==> src/acpr_pkg.sv <==
// Purpose: shared constants and types of the converter control pair
// Assumes: one 25 MHz clock on both ends
// Notes:   offsets are byte addresses on the host register bus
package acpr_pkg;
  localparam int DATA_W           = 14;
  localparam int MSB_POS          = DATA_W - 1;
  localparam int CLK_PERIOD_NS    = 40;
  // conversion phase length
  localparam int CONV_TIME_NS     = 1000;
  localparam int CONV_CYCLES      =
    (CONV_TIME_NS + CLK_PERIOD_NS - 1) / CLK_PERIOD_NS;
  // low time of the host start strobe
  localparam int START_LOW_NS     = 120;
  localparam int START_LOW_CYCLES =
    (START_LOW_NS + CLK_PERIOD_NS - 1) / CLK_PERIOD_NS;
  localparam int BUSY_WAIT_CYCLES = 16;
  localparam int READ_WAIT_CYCLES = 8;
  localparam int CNT_W            = 8;
  // link input bundle at the device, reset value of its synchroniser
  localparam int DEV_IN_W         = 9;
  localparam logic [DEV_IN_W-1:0] DEV_IN_RST = 9'h1c0;
  // host registers
  localparam logic [7:0] REG_CTRL   = 8'h00;
  localparam logic [7:0] REG_STATUS = 8'h04;
  localparam logic [7:0] REG_RESULT = 8'h08;
  localparam int CTRL_START  = 0;
  localparam int CTRL_MASTER = 1;
  localparam int CTRL_CODING = 2;
  localparam int CTRL_PD     = 3;
  localparam int CTRL_RESET  = 4;
  localparam int CTRL_REFPD  = 5;
  localparam int CTRL_BUFPD  = 6;
  localparam int CTRL_SERIAL = 7;
  localparam logic [7:0] CTRL_RST_VAL = 8'h00;
  localparam int STAT_BUSY   = 0;
  localparam int STAT_NEW    = 1;
  localparam int STAT_ACTIVE = 2;
  typedef enum logic [2:0] {
    DEV_ACQ  = 3'b001,
    DEV_CONV = 3'b010,
    DEV_RST  = 3'b100
  } acpr_dev_state_type;
  typedef enum logic [4:0] {
    H_IDLE   = 5'b00001,
    H_START  = 5'b00010,
    H_WAITHI = 5'b00100,
    H_WAITLO = 5'b01000,
    H_READ   = 5'b10000
  } acpr_host_state_type;
endpackage : acpr_pkg

==> src/acpr_link_if.sv <==
// Purpose: pins between converter and host
// Assumes: data pins resolved here from the enable
// Notes:   no clocking block; both ends sample through synchronisers
`timescale 1ns/1ps
`default_nettype none
interface acpr_link_if;
  import acpr_pkg::*;
  logic              conversion_start_n;
  logic              cs_n;
  logic              rd_n;
  logic              reset_pin;
  logic              power_down_pin;
  logic              output_coding_select;
  logic              serial_parallel_select;
  logic              reference_powerdown;
  logic              refbuffer_powerdown;
  logic              busy;
  logic [DATA_W-1:0] data_out;
  logic              data_oe;
  wire  [DATA_W-1:0] data_bus;
  // released bus shows the inverse, so a sample taken too early reads wrong
  assign data_bus = data_oe ? data_out : ~data_out;
  modport dev (
    input  conversion_start_n, cs_n, rd_n, reset_pin, power_down_pin,
           output_coding_select, serial_parallel_select,
           reference_powerdown, refbuffer_powerdown,
    output busy, data_out, data_oe
  );
  modport host (
    output conversion_start_n, cs_n, rd_n, reset_pin, power_down_pin,
           output_coding_select, serial_parallel_select,
           reference_powerdown, refbuffer_powerdown,
    input  busy, data_bus
  );
endinterface : acpr_link_if
`default_nettype wire

==> src/acpr_device.sv <==
// Purpose: converter end: start, power down, reset pin, parallel output
// Assumes: sample_i holds the analog result in straight binary
// Notes:   all link inputs pass a two-flop synchroniser first
//
// Chosen here: the cfg_wr_i register that takes over from the power down pin, and impulse mode.
`timescale 1ns/1ps
`default_nettype none
module acpr_device #(
  parameter int CONV_LEN = acpr_pkg::CONV_CYCLES
) (
  input  wire logic                      clk_i,
  input  wire logic                      rst_i,
  acpr_link_if.dev                       link,
  input  wire logic [acpr_pkg::DATA_W-1:0] sample_i,
  input  wire logic                      impulse_mode_i,
  input  wire logic                      cfg_wr_i,
  input  wire logic                      cfg_pd_i,
  output logic                           conv_done_o,
  output logic                           low_power_o,
  output logic                           temp_en_o,
  output logic                           ref_en_o,
  output logic                           buf_en_o,
  output logic                           serial_mode_o
);
  import acpr_pkg::*;

  logic [DEV_IN_W-1:0] pins;
  logic                cnv_n;
  logic                cs_n;
  logic                rd_n;
  logic                rst_pin;
  logic                pd_pin;
  logic                coding;
  logic                spp;
  logic                refpd;
  logic                bufpd;
  logic                cnv_n_prev_q;
  logic                rst_prev_q;
  logic                start_fall;
  logic                rst_fall;
  logic                pd_eff;
  logic                conv_end;
  logic [CNT_W-1:0]    cnt_q;
  logic                cfg_sel_q;
  logic                cfg_pd_q;
  logic [DATA_W-1:0]   result_q;
  logic                busy_q;
  logic                oe_q;
  acpr_dev_state_type  state_q;
  acpr_dev_state_type  state_d;

  // every pin is asynchronous to this clock
  acpr_sync #(
    .W       (DEV_IN_W),
    .RST_VAL (DEV_IN_RST)
  ) acpr_sync_inst (
    .clk_i (clk_i),
    .rst_i (rst_i),
    .d_i   ({link.conversion_start_n, link.cs_n, link.rd_n,
             link.reset_pin, link.power_down_pin,
             link.output_coding_select, link.serial_parallel_select,
             link.reference_powerdown, link.refbuffer_powerdown}),
    .q_o   (pins)
  );

  // unpack synchronised pins
  assign {cnv_n, cs_n, rd_n, rst_pin, pd_pin,
          coding, spp, refpd, bufpd} = pins;

  // edge history of the strobe and the reset pin
  always_ff @(posedge clk_i) begin
    if (rst_i) begin
      cnv_n_prev_q <= 1'b1;
      rst_prev_q   <= 1'b0;
    end else begin
      cnv_n_prev_q <= cnv_n;
      rst_prev_q   <= rst_pin;
    end
  end

  assign start_fall = cnv_n_prev_q & ~cnv_n;
  assign rst_fall   = rst_prev_q & ~rst_pin;
  // register bit takes over from the pin once software used it
  assign pd_eff     = cfg_sel_q ? cfg_pd_q : pd_pin;
  assign conv_end   = (cnt_q == CNT_W'(CONV_LEN - 1));

  // conversion sequencer
  always_comb begin
    state_d = state_q;
    unique case (state_q)
      DEV_ACQ: begin
        if (rst_pin) begin
          state_d = DEV_RST;
        end else if (start_fall && !pd_eff) begin
          // cs and rd play no part here
          state_d = DEV_CONV;
        end
      end
      DEV_CONV: begin
        if (rst_pin) begin
          state_d = DEV_RST;
        end else if (conv_end) begin
          // new strobes and power down are not looked at
          state_d = DEV_ACQ;
        end
      end
      DEV_RST: begin
        if (!rst_pin) begin
          state_d = DEV_ACQ;
        end
      end
      default: state_d = DEV_ACQ;
    endcase
  end

  always_ff @(posedge clk_i) begin
    if (rst_i) begin
      state_q <= DEV_ACQ;
    end else begin
      state_q <= state_d;
    end
  end

  // conversion length counter
  always_ff @(posedge clk_i) begin
    if (rst_i || state_q != DEV_CONV) begin
      cnt_q <= '0;
    end else begin
      cnt_q <= cnt_q + 1'b1;
    end
  end

  // busy follows the conversion phase; its fall marks a fresh result unless the reset pin cut the conversion short
  always_ff @(posedge clk_i) begin
    if (rst_i) begin
      busy_q      <= 1'b0;
      conv_done_o <= 1'b0;
    end else begin
      busy_q      <= (state_d == DEV_CONV);
      conv_done_o <= (state_q == DEV_CONV) && conv_end && !rst_pin;
    end
  end

  // configuration register, cleared by the reset pin release
  always_ff @(posedge clk_i) begin
    if (rst_i || rst_fall) begin
      cfg_sel_q <= 1'b0;
      cfg_pd_q  <= 1'b0;
    end else if (cfg_wr_i) begin
      cfg_sel_q <= 1'b1;
      cfg_pd_q  <= cfg_pd_i;
    end
  end

  // result latch; coding chosen at the end of each conversion
  always_ff @(posedge clk_i) begin
    if (rst_i || rst_fall) begin
      result_q <= '0;
    end else if (state_q == DEV_CONV && conv_end && !rst_pin) begin
      if (coding) begin
        result_q <= sample_i;
      end else begin
        result_q <= {~sample_i[MSB_POS], sample_i[MSB_POS-1:0]};
      end
    end
  end

  // output enable; power down leaves the bus interface working
  always_ff @(posedge clk_i) begin
    if (rst_i) begin
      oe_q <= 1'b0;
    end else begin
      // cs/rd tied low gives continuous drive of each result
      oe_q <= !cs_n && !rd_n && !spp && !rst_pin;
    end
  end

  // supply and reference controls
  always_ff @(posedge clk_i) begin
    if (rst_i) begin
      low_power_o <= 1'b0;
      ref_en_o    <= 1'b0;
      buf_en_o    <= 1'b0;
      temp_en_o   <= 1'b0;
    end else begin
      // impulse mode idles only between conversions
      low_power_o <= (state_d != DEV_CONV) &&
                     (pd_eff || impulse_mode_i);
      ref_en_o    <= !refpd;
      buf_en_o    <= !bufpd;
      temp_en_o   <= !refpd && !bufpd;
    end
  end

  // serial port itself lives elsewhere; only the hand-over is here
  always_ff @(posedge clk_i) begin
    if (rst_i) begin
      serial_mode_o <= 1'b0;
    end else begin
      serial_mode_o <= spp;
    end
  end

  assign link.busy     = busy_q;
  assign link.data_out = result_q;
  assign link.data_oe  = oe_q;
endmodule : acpr_device
`default_nettype wire

==> src/acpr_sync.sv <==
// Purpose: two-flop synchroniser for a bundle of pin inputs
// Assumes: each bit is a level; multi-bit words must be stable when used
// Notes:   first stage feeds only the second stage
`timescale 1ns/1ps
`default_nettype none
module acpr_sync #(
  parameter int           W       = 1,
  parameter logic [W-1:0] RST_VAL = '0
) (
  input  wire logic         clk_i,
  input  wire logic         rst_i,
  input  wire logic [W-1:0] d_i,
  output logic      [W-1:0] q_o
);
  logic [W-1:0] meta_q;
  // two stages against metastability
  always_ff @(posedge clk_i) begin
    if (rst_i) begin
      meta_q <= RST_VAL;
      q_o    <= RST_VAL;
    end else begin
      meta_q <= d_i;
      q_o    <= meta_q;
    end
  end
endmodule : acpr_sync
`default_nettype wire

==> src/flat_wrapper.sv <==
// flat-port wrapper written by rule: the top's interface ports become plain ports
module acpr_device_flat import acpr_pkg::*;
#(
  parameter int CONV_LEN = acpr_pkg::CONV_CYCLES
)
  (clk_i, rst_i, sample_i, impulse_mode_i, cfg_wr_i, cfg_pd_i, conv_done_o, low_power_o, temp_en_o, ref_en_o, buf_en_o, serial_mode_o, link_conversion_start_n, link_cs_n, link_rd_n, link_reset_pin, link_power_down_pin, link_output_coding_select, link_serial_parallel_select, link_reference_powerdown, link_refbuffer_powerdown, link_busy, link_data_out, link_data_oe);
  acpr_link_if link_i ();
  input  wire logic clk_i;
  input  wire logic rst_i;
  input  wire logic [acpr_pkg::DATA_W-1:0] sample_i;
  input  wire logic impulse_mode_i;
  input  wire logic cfg_wr_i;
  input  wire logic cfg_pd_i;
  output logic conv_done_o;
  output logic low_power_o;
  output logic temp_en_o;
  output logic ref_en_o;
  output logic buf_en_o;
  output logic serial_mode_o;
  input wire logic [$bits(link_i.conversion_start_n)-1:0] link_conversion_start_n;
  input wire logic [$bits(link_i.cs_n)-1:0] link_cs_n;
  input wire logic [$bits(link_i.rd_n)-1:0] link_rd_n;
  input wire logic [$bits(link_i.reset_pin)-1:0] link_reset_pin;
  input wire logic [$bits(link_i.power_down_pin)-1:0] link_power_down_pin;
  input wire logic [$bits(link_i.output_coding_select)-1:0] link_output_coding_select;
  input wire logic [$bits(link_i.serial_parallel_select)-1:0] link_serial_parallel_select;
  input wire logic [$bits(link_i.reference_powerdown)-1:0] link_reference_powerdown;
  input wire logic [$bits(link_i.refbuffer_powerdown)-1:0] link_refbuffer_powerdown;
  output wire logic [$bits(link_i.busy)-1:0] link_busy;
  output wire logic [$bits(link_i.data_out)-1:0] link_data_out;
  output wire logic [$bits(link_i.data_oe)-1:0] link_data_oe;
  assign link_i.conversion_start_n = link_conversion_start_n;
  assign link_i.cs_n = link_cs_n;
  assign link_i.rd_n = link_rd_n;
  assign link_i.reset_pin = link_reset_pin;
  assign link_i.power_down_pin = link_power_down_pin;
  assign link_i.output_coding_select = link_output_coding_select;
  assign link_i.serial_parallel_select = link_serial_parallel_select;
  assign link_i.reference_powerdown = link_reference_powerdown;
  assign link_i.refbuffer_powerdown = link_refbuffer_powerdown;
  assign link_busy = link_i.busy;
  assign link_data_out = link_i.data_out;
  assign link_data_oe = link_i.data_oe;
  acpr_device #(.CONV_LEN(CONV_LEN)) u_core (.clk_i(clk_i), .rst_i(rst_i), .link(link_i), .sample_i(sample_i), .impulse_mode_i(impulse_mode_i), .cfg_wr_i(cfg_wr_i), .cfg_pd_i(cfg_pd_i), .conv_done_o(conv_done_o), .low_power_o(low_power_o), .temp_en_o(temp_en_o), .ref_en_o(ref_en_o), .buf_en_o(buf_en_o), .serial_mode_o(serial_mode_o));
endmodule
==> config.mk <==
export PLATFORM = sky130hd
export DESIGN_NAME = acpr_device_flat
export DESIGN_NICKNAME = d
export VERILOG_FILES = /design/src/acpr_pkg.sv /design/src/acpr_link_if.sv /design/src/acpr_device.sv /design/src/acpr_sync.sv /design/src/flat_wrapper.sv
export SDC_FILE = /design/constraint.sdc
export NUM_CORES = 1
export LEC_CHECK = 0
export ABC_AREA = 1
export BUFFER_PORTS_ARGS = -buffer_cell sky130_fd_sc_hd__buf_4
export CORE_MARGIN = 1.5
export CORE_UTILIZATION = 55
export DETAILED_ROUTE_END_ITERATION = 7
export PLACE_DENSITY = 0.82
export SETUP_SLACK_MARGIN = 0.02
export SKIP_CTS_REPAIR_TIMING = 1
export SLEW_MARGIN = 25
export SYNTH_ARGS = -nofsm -noshare
export SYNTH_HDL_FRONTEND = slang
export SYNTH_SLANG_ARGS = --single-unit
==> constraint.sdc <==
create_clock -name clk_i -period 2.95 [get_ports clk_i]
set_input_delay 0.4425 -clock clk_i [delete_from_list [all_inputs] [get_ports clk_i]]
set_output_delay 0.4425 -clock clk_i [all_outputs]
set_load 0.02 [all_outputs]
==> results.json <==
{
  "fillers": 269,
  "grt_pass1_wl_um": 6140,
  "path_max_fanout": 14,
  "track_usage_pct": 19.2,
  "synth_cell_type_count": 27,
  "detail_route.vias_per_cell": 4.49,
  "numCtsBuffers": 5,
  "die_y_um": 64.0,
  "critical-path-slowest-cell": "nor3_4",
  "syn_area_um2": 2050,
  "worst_pin_slew_ns": 0.653,
  "num_rows": 21,
  "setup.worst_path.start_class": "register",
  "status": "finished clean",
  "initial_core_util_pct": 59.5,
  "post-place-ws_ns": 1.41,
  "antenna_found_initial": 0,
  "p_per_area_nw_per_um2": 531,
  "p_leak_nw": 1.22,
  "first_pass_iters": 4,
  "grt_overflow": 0,
  "layout_common_cells": "55 x nor2_1, 55 x dfxtp_1, 49 x buf_4",
  "drt_iter0_drc": 122,
  "post-dp-hpwl_um": 2510,
  "avgRoutedWirePerCell_um": 9.67,
  "clockRootBuffer": "clkbuf_8",
  "rsz0062_at_grt": "no",
  "reg2reg_to": "u_core.link.data_out[3]$_SDFFE_PP0P_",
  "cp.arrival_ns": 1.80,
  "worstHoldPathType": "input pin to register",
  "ys_ff_latch": 55,
  "final_hold_viol_count": 0,
  "vias": 1617,
  "fmaxAchievable_ghz": 0.644,
  "drv_slew": 0,
  "worstReg2RegStart": "u_core.cnt_q[0]$_SDFF_PP0_",
  "htree_levels": 2,
  "die_area_um2": 4100,
  "cp.required_ns": 3.20,
  "routabilityCongestion": 0.788,
  "drive_gt1_share_pct": 24.2,
  "placed_cells": 352,
  "hold_start": "link_rd_n",
  "synth-warning-count": 0,
  "maxSlewHeadroom_pct": 56.5,
  "syn_avg_cell_area_um2": 7.75,
  "endpoint_kind": "register",
  "drv_cap": 0,
  "clockBufferDepth": 2,
  "core_um2": 3440,
  "setup_viol": 0,
  "die_w_um": 64.0,
  "min_to": "u_core.acpr_sync_inst.meta_q[6]$_SDFF_PP1_",
  "reg2reg_slack_ns": 1.40,
  "holdPathStages": 2,
  "layout.nets": 343,
  "n_antenna_cell": 0,
  "ios": 50,
  "fin_skew_ns": 0.00281,
  "ant_nets": 0,
  "clk_pin_slew_ns": 0.09,
  "cp_cell_sequence": "inv_1 > ha_1 > nand2_1 > nor2_4 > nand2_4 > nor3_4 > nor2_1 > nor2_1",
  "period_minus_slack_ns": 1.55,
  "ys_seq_area_share_pct": 53.8,
  "rr_worst_depth": 8,
  "grt_max_degree": 30,
  "first_global_vias": 1489,
  "syn_to_final_growth_pct": 24.4,
  "finalWirelength_um": 3480,
  "ir_drop_mv": 0.418,
  "fin_ws_ns": 1.40,
  "fin_cells": 360,
  "clk_latency_ns": 0.30,
  "critPathKind": "register to register",
  "numClockSinks": 55,
  "fin_util_pct": 74.0,
  "drc": 0,
  "crit_path_max_incr_delay_ns": 0.44,
  "post-route-period-util_pct": 52.6,
  "worst_path_most_repeated_cell": "nor2_1",
  "cts_tree": "yes",
  "fin_setup_tns_ns": 0,
  "p_total_w": 0.00135,
  "syn_nets": 294,
  "port_buffers": 49,
  "syn_inst": 264
}
==> sequential cells by signal, indices dropped and copies added (netlist names), 3 cells and up <==
| register | cells |
|---|---|
| u_core.link.data_out | 14 |
| u_core.acpr_sync_inst.meta_q | 9 |
| u_core.acpr_sync_inst.q_o | 9 |
| u_core.cnt_q | 8 |
| u_core.state_q | 3 |
==> cell families after synthesis <==
kind of cell    count (synthesis)  share of synthesized area [%]
compound gates                 11                           3.06
xor+xnor                        2                          0.856
fa+ha+maj                       2                           1.22
buf+inv                        58                           11.2
flops                          55                           53.8
simple gates                  136                           29.8
==> critical path: cells and delay by family (launching register included) <==
family        cells  cell delay [ns]
flops             1             0.34
buf+inv           1             0.06
simple gates      6             0.94
fa+ha+maj         1             0.14
==> cell type report <==
cell class	instances	area, um2	share of cell area (%)
Clock buffer	5	68.8	2.70
Tap cell	46	57.6	2.26
Sequential cell	55	1100	43.2
Multi-Input combinational cell	151	716	28.1
Timing Repair Buffer	49	368	14.4
Inverter	51	191	7.52
Clock inverter	3	43.8	1.72
==> per-stage QoR <==
step / area, um2 / hold WS, ns
after floorplan: 2050 / 0.373
after global placement: 2430 / 0.388
after detailed placement: 2430 / 0.389
after CTS: 2550 / 0.302
after global routing: 2550 / 0.301
final: 2550 / 0.310
==> metal layers <==
metal  share of wire (%)  up-vias  GRT usage, %
met4                 1.3        0          8.15
li1                    -      878             -
met5                   0        -             0
met3                 6.3        4          5.99
met1                  47      687          22.5
met2                  45       48          32.4
==> power breakdown <==
group,internal (W),switching (W)
combinational,0.0000469,0.0000501
sequential,0.000763,0.00000787
clock,0.000253,0.000232
total,0.00106,0.000290
==> synth_stat cells (all sizes together) <==
cell type | instances | area [um2]
nor2 | 59 | 241
dfxtp | 55 | 1100
inv | 51 | 191
nand2 | 42 | 170
nand3 | 21 | 105
or2 | 7 | 43.8
a21oi | 6 | 33.8
clkbuf | 4 | 15.0
nor3 | 4 | 31.3
buf | 3 | 23.8
o21ai | 3 | 15.0
ha | 2 | 25.0
nand4 | 2 | 12.5
xor2 | 2 | 17.5
a31oi | 1 | 6.26
nor4 | 1 | 6.26
o21a | 1 | 7.51
==> worst max-delay path by stage <==
stage | to | slack, ns | start | depth (start not counted)
after global placement | u_core.link.data_out[7]$_SDFFE_PP0P_ | 1.44 | u_core.cnt_q[0]$_SDFF_PP0_ | 8
after floorplan | u_core.link.data_out[13]$_SDFFE_PP0P_ | 1.64 | u_core.cnt_q[0]$_SDFF_PP0_ | 10
after CTS | u_core.link.data_out[12]$_SDFFE_PP0P_ | 1.40 | u_core.cnt_q[0]$_SDFF_PP0_ | 8
final | u_core.link.data_out[3]$_SDFFE_PP0P_ | 1.40 | u_core.cnt_q[0]$_SDFF_PP0_ | 8
after global routing | u_core.link.data_out[6]$_SDFFE_PP0P_ | 1.24 | u_core.cnt_q[0]$_SDFF_PP0_ | 8
after detailed placement | u_core.link.data_out[12]$_SDFFE_PP0P_ | 1.41 | u_core.cnt_q[0]$_SDFF_PP0_ | 8
Power figures use the tool's default switching activity.
